File: src/hw/dac_pkg.sv
// package for the converter control register block
// assumes a single 100 MHz system clock and byte-wide special-function ports
`default_nettype none

package dac_pkg;

	// ==========================================================
	// port addresses and select index values
	localparam logic [7:0] SFR_LOW_ADDR   = 8'hB5;
	localparam logic [7:0] SFR_HIGH_ADDR  = 8'hB6;
	localparam logic [7:0] SFR_SEL_ADDR   = 8'hB7;
	localparam logic [7:0] SEL_CTL01      = 8'h04;
	localparam logic [7:0] SEL_CTL23      = 8'h05;

	// ==========================================================
	// field positions
	localparam int FLAG_BIT   = 7;
	localparam int DET_EN_BIT = 6;
	localparam int IDIS_BIT   = 5;
	localparam int REF_BIT    = 2;
	localparam int MODE_MSB   = 1;
	localparam int MODE_LSB   = 0;

	// ==========================================================
	// reset values
	localparam logic [7:0] CTL01_RESET = 8'h63;
	localparam logic [7:0] CTL2_RESET  = 8'h03;
	localparam logic [7:0] SEL_RESET   = 8'h00;
	localparam logic [7:0] RDATA_RESET = 8'h00;

	// ==========================================================
	// timing
	localparam int unsigned CLK_HZ         = 100_000_000;
	localparam int unsigned FILTER_TIME_MS = 3;
	localparam int unsigned FILTER_CYCLES  = FILTER_TIME_MS * (CLK_HZ / 1000);
	localparam int          FILT_CNT_W     = 20;

	// ==========================================================
	// types
	typedef enum logic [1:0]
	{
		MODE_NORMAL  = 2'b00,
		MODE_PD_1K   = 2'b01,
		MODE_PD_100K = 2'b10,
		MODE_PD_HIZ  = 2'b11
	} dac_mode_e;

	typedef struct packed
	{
		logic      flag;
		logic      det_en;
		logic      idis;
		logic      ref_sel;
		dac_mode_e mode;
	} dac_ctl_s;

	typedef struct packed
	{
		logic      current_on;
		logic      ref_internal;
		dac_mode_e mode;
	} dac_analog_s;

endpackage

`default_nettype wire

File: src/hw/dac_ctl_regs.sv
// control registers for converter channels 0, 1 and 2
// assumes the core drives sfr_addr/sfr_wr/sfr_rd/sfr_wdata on clk; comparator pins are async
//
// Functional notes
// - writing 0 to a channel's over-range flag releases it unless over-range persists; 1 is a no-op.
// - the over-range flag reads 0 until over-range is seen, then holds 1 from the 3 ms filtered or raw indication until cleared.
// - the detection enable bit switches the 3 ms over-range detection filter in (1) or out (0) and resets to 1.
// - in normal mode the disable bit turns the current output off when 1; it resets to 1.
// - the reference select picks the analog supply at 0 (reset) and the internal reference at 1.
// - output mode 00 gives normal voltage output with the current output under the disable bit.
// - modes 01, 10, 11 power the channel down with current off; 11 is the reset mode.
// - channel 1 control has the same fields and behaviour as channel 0.
// - channel 2 control has only reference select and mode; bits 7-3 read 0; reset is 03.
// - with detection disabled the over-range flag is set from the unfiltered comparator.
// - the select index chooses the register behind the two shared byte ports (04, 05).
// - channel 2 mode codes use the same encoding as the other channels.
`default_nettype none

module dac_ctl_regs
	import dac_pkg::*;
#(
	parameter int unsigned FILTER_CYCLES_P = FILTER_CYCLES
)
(
	input  wire logic              clk,
	input  wire logic              rst,
	input  wire logic [7:0]        sfr_addr,
	input  wire logic              sfr_wr,
	input  wire logic              sfr_rd,
	input  wire logic [7:0]        sfr_wdata,
	output logic      [7:0]        sfr_rdata,
	input  wire logic [1:0]        overrange_raw,
	output logic      [1:0]        overrange_flag,
	output dac_analog_s [2:0]      analog_ctl
);

	// ==========================================================
	// decode helpers
	function automatic logic port_hit(input logic [7:0] addr, input logic [7:0] sel,
		input logic [7:0] want_addr, input logic [7:0] want_sel);
		port_hit = (addr == want_addr) && (sel == want_sel);
	endfunction

	function automatic logic [7:0] pack_ctl(input dac_ctl_s c);
		logic [7:0] v;
		v = 8'h00;
		v[FLAG_BIT]            = c.flag;
		v[DET_EN_BIT]          = c.det_en;
		v[IDIS_BIT]            = c.idis;
		v[REF_BIT]             = c.ref_sel;
		v[MODE_MSB:MODE_LSB]   = c.mode;
		pack_ctl = v;
	endfunction

	function automatic dac_analog_s drive_ch(input dac_ctl_s c);
		dac_analog_s a;
		a.current_on   = (c.mode == MODE_NORMAL) && !c.idis && !c.flag;
		a.ref_internal = c.ref_sel;
		a.mode         = c.mode;
		drive_ch = a;
	endfunction

	localparam logic [FILT_CNT_W-1:0] FILT_LAST = FILT_CNT_W'(FILTER_CYCLES_P - 1);
	localparam dac_ctl_s CTL01_RST = '{
		flag:    CTL01_RESET[FLAG_BIT],
		det_en:  CTL01_RESET[DET_EN_BIT],
		idis:    CTL01_RESET[IDIS_BIT],
		ref_sel: CTL01_RESET[REF_BIT],
		mode:    dac_mode_e'(CTL01_RESET[MODE_MSB:MODE_LSB])
	};

	// channel 2 drive after reset, no current output
	localparam dac_analog_s ANALOG2_RST = '{
		current_on:   1'b0,
		ref_internal: CTL2_RESET[REF_BIT],
		mode:         dac_mode_e'(CTL2_RESET[MODE_MSB:MODE_LSB])
	};

	// ==========================================================
	// select index
	logic [7:0] sel_r;
	logic [7:0] sel_nxt;

	always_comb
	begin
		sel_nxt = sel_r;
		if (sfr_wr && (sfr_addr == SFR_SEL_ADDR))
		begin
			sel_nxt = sfr_wdata;
		end
	end

	always_ff @(posedge clk)
	begin
		if (rst)
			sel_r <= SEL_RESET;
		else
			sel_r <= sel_nxt;
	end

	// ==========================================================
	// write strobes per control register
	logic [1:0] wr_ctl;
	logic       wr_ctl2;

	always_comb
	begin
		wr_ctl[0] = sfr_wr && port_hit(sfr_addr, sel_r, SFR_LOW_ADDR, SEL_CTL01);
		wr_ctl[1] = sfr_wr && port_hit(sfr_addr, sel_r, SFR_HIGH_ADDR, SEL_CTL01);
		wr_ctl2   = sfr_wr && port_hit(sfr_addr, sel_r, SFR_LOW_ADDR, SEL_CTL23);
	end

	// ==========================================================
	// channels 0 and 1: sync, filter, flag and fields
	dac_ctl_s ctl_r [2];

	genvar gi;
	generate
		for (gi = 0; gi < 2; gi++)
		begin : g_ch
			logic [2:0]            sync_r;
			logic [2:0]            sync_nxt;
			logic                  level_r;
			logic                  level_nxt;
			logic [FILT_CNT_W-1:0] cnt_r;
			logic [FILT_CNT_W-1:0] cnt_nxt;
			logic                  filt_r;
			logic                  filt_nxt;
			dac_ctl_s              ctl_nxt;
			logic                  detect;

			// comparator input: three stages, change once last two agree
			always_comb
			begin
				sync_nxt  = {sync_r[1:0], overrange_raw[gi]};
				level_nxt = level_r;
				if (sync_r[1] == sync_r[2])
				begin
					level_nxt = sync_r[2];
				end
			end

			// 3 ms qualification filter
			always_comb
			begin
				cnt_nxt  = cnt_r;
				filt_nxt = filt_r;
				if (!level_r)
				begin
					cnt_nxt  = '0;
					filt_nxt = 1'b0;
				end
				else if (cnt_r >= FILT_LAST)
				begin
					filt_nxt = 1'b1;
				end
				else
				begin
					cnt_nxt = cnt_r + FILT_CNT_W'(1);
				end
			end

			always_comb
			begin
				detect = ctl_r[gi].det_en ? filt_r : level_r;
			end

			// control fields and sticky flag
			always_comb
			begin
				ctl_nxt = ctl_r[gi];
				if (wr_ctl[gi])
				begin
					ctl_nxt.det_en  = sfr_wdata[DET_EN_BIT];
					ctl_nxt.idis    = sfr_wdata[IDIS_BIT];
					ctl_nxt.ref_sel = sfr_wdata[REF_BIT];
					ctl_nxt.mode    = dac_mode_e'(sfr_wdata[MODE_MSB:MODE_LSB]);
					if (!sfr_wdata[FLAG_BIT])
					begin
						ctl_nxt.flag = 1'b0;
					end
				end
				if (detect)
				begin
					ctl_nxt.flag = 1'b1;
				end
			end

			always_ff @(posedge clk)
			begin
				if (rst)
				begin
					sync_r    <= 3'h0;
					level_r   <= 1'b0;
					cnt_r     <= '0;
					filt_r    <= 1'b0;
					ctl_r[gi] <= CTL01_RST;
				end
				else
				begin
					sync_r    <= sync_nxt;
					level_r   <= level_nxt;
					cnt_r     <= cnt_nxt;
					filt_r    <= filt_nxt;
					ctl_r[gi] <= ctl_nxt;
				end
			end
		end
	endgenerate

	// ==========================================================
	// channel 2: reference select and mode only
	logic      ref2_r;
	logic      ref2_nxt;
	dac_mode_e mode2_r;
	dac_mode_e mode2_nxt;

	always_comb
	begin
		ref2_nxt  = ref2_r;
		mode2_nxt = mode2_r;
		if (wr_ctl2)
		begin
			ref2_nxt  = sfr_wdata[REF_BIT];
			mode2_nxt = dac_mode_e'(sfr_wdata[MODE_MSB:MODE_LSB]);
		end
	end

	always_ff @(posedge clk)
	begin
		if (rst)
		begin
			ref2_r  <= CTL2_RESET[REF_BIT];
			mode2_r <= dac_mode_e'(CTL2_RESET[MODE_MSB:MODE_LSB]);
		end
		else
		begin
			ref2_r  <= ref2_nxt;
			mode2_r <= mode2_nxt;
		end
	end

	// ==========================================================
	// read port and analog controls
	logic [7:0]        rdata_r;
	logic [7:0]        rdata_nxt;
	dac_analog_s [2:0] analog_r;
	dac_analog_s [2:0] analog_nxt;
	logic [1:0]        flag_r;
	logic [1:0]        flag_nxt;
	logic [7:0]        ctl2_word;

	always_comb
	begin
		ctl2_word                    = 8'h00;
		ctl2_word[REF_BIT]           = ref2_r;
		ctl2_word[MODE_MSB:MODE_LSB] = mode2_r;
		rdata_nxt = rdata_r;
		if (sfr_rd)
		begin
			rdata_nxt = 8'h00;
			if (sfr_addr == SFR_SEL_ADDR)
				rdata_nxt = sel_r;
			else if (port_hit(sfr_addr, sel_r, SFR_LOW_ADDR, SEL_CTL01))
				rdata_nxt = pack_ctl(ctl_r[0]);
			else if (port_hit(sfr_addr, sel_r, SFR_HIGH_ADDR, SEL_CTL01))
				rdata_nxt = pack_ctl(ctl_r[1]);
			else if (port_hit(sfr_addr, sel_r, SFR_LOW_ADDR, SEL_CTL23))
				rdata_nxt = ctl2_word;
		end
	end

	always_comb
	begin
		analog_nxt[0] = drive_ch(ctl_r[0]);
		analog_nxt[1] = drive_ch(ctl_r[1]);
		analog_nxt[2].current_on   = 1'b0;
		analog_nxt[2].ref_internal = ref2_r;
		analog_nxt[2].mode         = mode2_r;
		flag_nxt = {ctl_r[1].flag, ctl_r[0].flag};
	end

	always_ff @(posedge clk)
	begin
		if (rst)
		begin
			rdata_r  <= RDATA_RESET;
			analog_r[0] <= drive_ch(CTL01_RST);
			analog_r[1] <= drive_ch(CTL01_RST);
			analog_r[2] <= ANALOG2_RST;
			flag_r   <= 2'b00;
		end
		else
		begin
			rdata_r  <= rdata_nxt;
			analog_r <= analog_nxt;
			flag_r   <= flag_nxt;
		end
	end

	assign sfr_rdata      = rdata_r;
	assign analog_ctl     = analog_r;
	assign overrange_flag = flag_r;

endmodule

`default_nettype wire

File: config.mk
export PLATFORM = sky130hd
export DESIGN_NAME = dac_ctl_regs
export DESIGN_NICKNAME = d
export VERILOG_FILES = /design/src/hw/dac_pkg.sv /design/src/hw/dac_ctl_regs.sv
export SDC_FILE = /design/constraint.sdc
export NUM_CORES = 1
export LEC_CHECK = 0
export BUFFER_PORTS_ARGS = -buffer_cell sky130_fd_sc_hd__buf_2
export CAP_MARGIN = 40
export CORE_ASPECT_RATIO = 1.25
export CORE_UTILIZATION = 40
export DETAILED_ROUTE_END_ITERATION = 10
export PLACE_DENSITY = 0.7
export SYNTH_ARGS = -nofsm -noshare
export SYNTH_HDL_FRONTEND = slang
export SYNTH_SLANG_ARGS = --single-unit
File: constraint.sdc
create_clock -name clk -period 3.49 [get_ports clk]
set_clock_uncertainty 0.15 [all_clocks]
set_input_delay 0.1745 -clock clk [delete_from_list [all_inputs] [get_ports clk]]
set_output_delay 0.1745 -clock clk [all_outputs]
set_load 0.02 [all_outputs]
==> results by group <==
Floorplan
  – Starting Density: 40.93%
  – Die Height: 115.4 um
  – Full die area: 10700 um^2
  – IO Pins: 44
  – Die Width: 92.72 um
  – Row count: 41
  – Core ar.: 10050 um^2

Clock network
  – Skew-Pair Late Insertion Delay: 340 ps
  – PostCTS Resize Cnt: 0
  – Root Buffer: clkbuf_16
  – CTS Sinks: 94
  – CTS tree: yes
  – Total CTS buffers: 9
  – Setup bufs post-CTS: 0
  – Clock-pin slew on the worst setup and hold paths: 70 ps
  – Longest Clk Path Bufs: 2
  – H-Tree Depth: 3

Final layout
  – Fill cells: 991
  – Fraction of layout cells with a size suffix above 1: 13.90%
  – Final layout net count: 537
  – Antenna diodes: 0
  – P&R area growth vs syn: 16.42%
  – Fin area: 4791 um^2

Synth
  – Most common library cells after synthesis: dfxtp_1 (94), a21oi_1 (40), nor2_1 (39)
  – Async S/R FF share, synth: 0%
  – Avg Inst Size Synth: 8.719 um^2
  – Leading post-synthesis cells by cell area: dfxtp_1 (46%), a21oi_1 (4.9%), nor2_1 (3.6%)
  – Area leader, netlist: dfxtp_1
  – Most used DFF post-synth: dfxtp_1
  – Syn Inst Count: 472
  – Synth warn: 0
  – Syn Nets: 496
  – Most frequent cell after synthesis: dfxtp_1
  – Synthesized cell area: 4115 um^2
  – Post-synth EDFFs: 0
  – Synth unique cells: 57
  – Post-synth top area share: 45.73%
  – Synthesis-stage register bit count: 94
  – Sequential area share after synthesis: 45.73%

Pwr
  – Pwr Density: 436.2 nW/um^2
  – Design Power: 2.090 mW
  – Peak supply drop: 0.2782 mV
  – Leak: 1.716 nW

GRT
  – Overall routing resource usage: 17.97%
  – First-pass GRT wire length: 15330 um
  – Antenna violations before repair: 0
  – Vias in the first global route: 3264
  – Grt total ovfl: 0
  – Largest net degree at the start of global routing: 37

STA
  – Maximum operating frequency: 406.9 MHz
  – Final Hold Viols: 0
  – Setup TNS: 0 ps
  – RSZ-0062 raised after global routing: false
  – Slew HR: 43.24%
  – Tightest Pin Transition: 849.6 ps
  – Min cycle time layout: 2458 ps
  – Period Utilization, post-route: 70.42%
  – Final setup violation count: 0
  – Final Slew Violations: 0

Critical path
  – Worst stage delay on the critical path: 670 ps
  – Crit-path cells: ha_1, and4_1, o2111a_2, a21boi_1, a31oi_1, a41o_1
  – Worst setup SP type: flip-flop
  – Slowest-stage cell, CP: a21boi_1
  – CP max FO: 11
  – Crit path arrival time: 2540 ps
  – Endpoint class of the critical path: flip-flop
  – CP Data Required Time: 3570 ps
  – WS Path Type: reg -> reg

Route
  – Initial DRC count: 270
  – Drt pass-1 iters: 4
  – WL final: 9307 um
  – WL/cell: 14.38 um
  – DRC Markers: 0
  – Final antenna-violating net count: 0
  – Vias/cell: 5.583
  – Vias: 3612

Run status
  – Outcome: finished clean

Placed design
  – GP Congestion: 0.8951
  – Dpl hpwl: 6617 um
  – Cell area after placement: 4397 um^2
  – Port bufs: 42

Hold path
  – HP Class: in -> reg

Job
  – # Max-Cap Violations: 0
## path summary, 6_finish.rpt
path | end | slack (ps) | start | cells past startpoint
worst max-delay path | g_ch[1].cnt_r[14]$_SDFFE_PP0N_ | 1030 | g_ch[1].cnt_r[0]$_SDFFE_PP0N_ | 6
worst min-delay path | sfr_rdata[6]$_SDFFE_PP0P_ | 30 | sfr_addr[0] | 3
worst max register to register | g_ch[1].cnt_r[14]$_SDFFE_PP0N_ | 1030 | g_ch[1].cnt_r[0]$_SDFFE_PP0N_ | 6
worst min register to register | g_ch[1].sync_r[1]$_SDFF_PP0_ | 290 | g_ch[1].sync_r[0]$_SDFF_PP0_ | 1
## metal layers
layer	part of all wire [%]	up-vias	GRT usage [%]
met5	0	-	0
li1	-	1809	-
met3	3.5	19	2.910
met2	51	104	32.25
met1	43	1680	20.83
met4	2.6	0	8.513
## metrics by stage
step | instances | util, % | hold slack, ps | setup slack, ps
6_report | 647 | 47.65 | 29.68 | 1032
5_1_grt | 647 | 47.65 | 52.70 | 883.3
4_1_cts | 647 | 47.65 | 19.20 | 1060
3_5_place_dp | 621 | 43.73 | 256.5 | 1065
3_3_place_gp | 621 | 43.73 | 256.9 | 1148
2_1_floorplan | 472 | - | 152.7 | 1480
## state kept, by name, summed over array words and instances, names as in the netlist
register	flops
g_ch.sync_r	6
analog_ctl	11
sfr_rdata	8
g_ch.filt_r	2
sel_r	8
mode2_r	2
ctl_r	12
g_ch.level_r	2
ref2_r	1
g_ch.cnt_r	40
overrange_flag	2
## critical path, delay by kind of cell, from the launching register on
kind | cells | cell delay (ps)
simple gates | 1 | 220
fa+ha+maj | 1 | 220
compound gates | 4 | 1420
flops | 1 | 340
## power breakdown
group	switching, mW	internal (mW)
Sequential	0.00206	1.08
Combinational	0.0357	0.0264
Clock	0.448	0.502
Total	0.485	1.60
## logic make-up after synthesis
logic type / Yosys count / share of synthesized area [%]
simple gates: 207 / 27.39
compound gates: 116 / 18.91
flops: 94 / 45.73
buf+inv: 36 / 3.648
xor+xnor: 9 / 1.916
mux: 7 / 1.703
fa+ha+maj: 2 / 0.6080
other cells: 1 / 0.09113
## cell type report
| type | count | area (um^2) | share of cell area, % |
|---|---|---|---|
| clock buffer | 9 | 225.2 | 4.701 |
| multi-input combinational | 342 | 2083 | 43.48 |
| inverter | 12 | 45.04 | 0.9402 |
| clock inverter | 7 | 68.82 | 1.436 |
| tap | 129 | 161.4 | 3.369 |
| timing repair buffer | 54 | 325.3 | 6.790 |
| sequential | 94 | 1882 | 39.28 |
## layout by cell type, fill, tap and decap left out, types with 3 or more instances in the layout
cell type,n
a211o_1,8
a21oi_1,40
a31oi_1,10
a41o_1,7
and2_1,5
and3_1,4
and4_1,7
buf_2,42
clkbuf_16,9
dfxtp_1,94
dlygate4sd3_1,10
inv_1,12
mux2i_1,7
nand2_1,34
nand2b_1,12
nand3_1,23
nand4_1,10
nor2_1,39
nor2b_1,17
nor3_1,11
nor4_1,9
nor4b_1,3
o21a_1,3
o21ai_0,23
o22ai_1,3
o31ai_1,3
or2_2,4
or3_1,16
xnor2_1,6
xor2_1,3
## what timing repair did
action,CTS,global route
hold buffers,10,0
setup endpoints to repair,0,0
endpoints found under the hold margin,14,0
(Power assumes the default switching activity.)
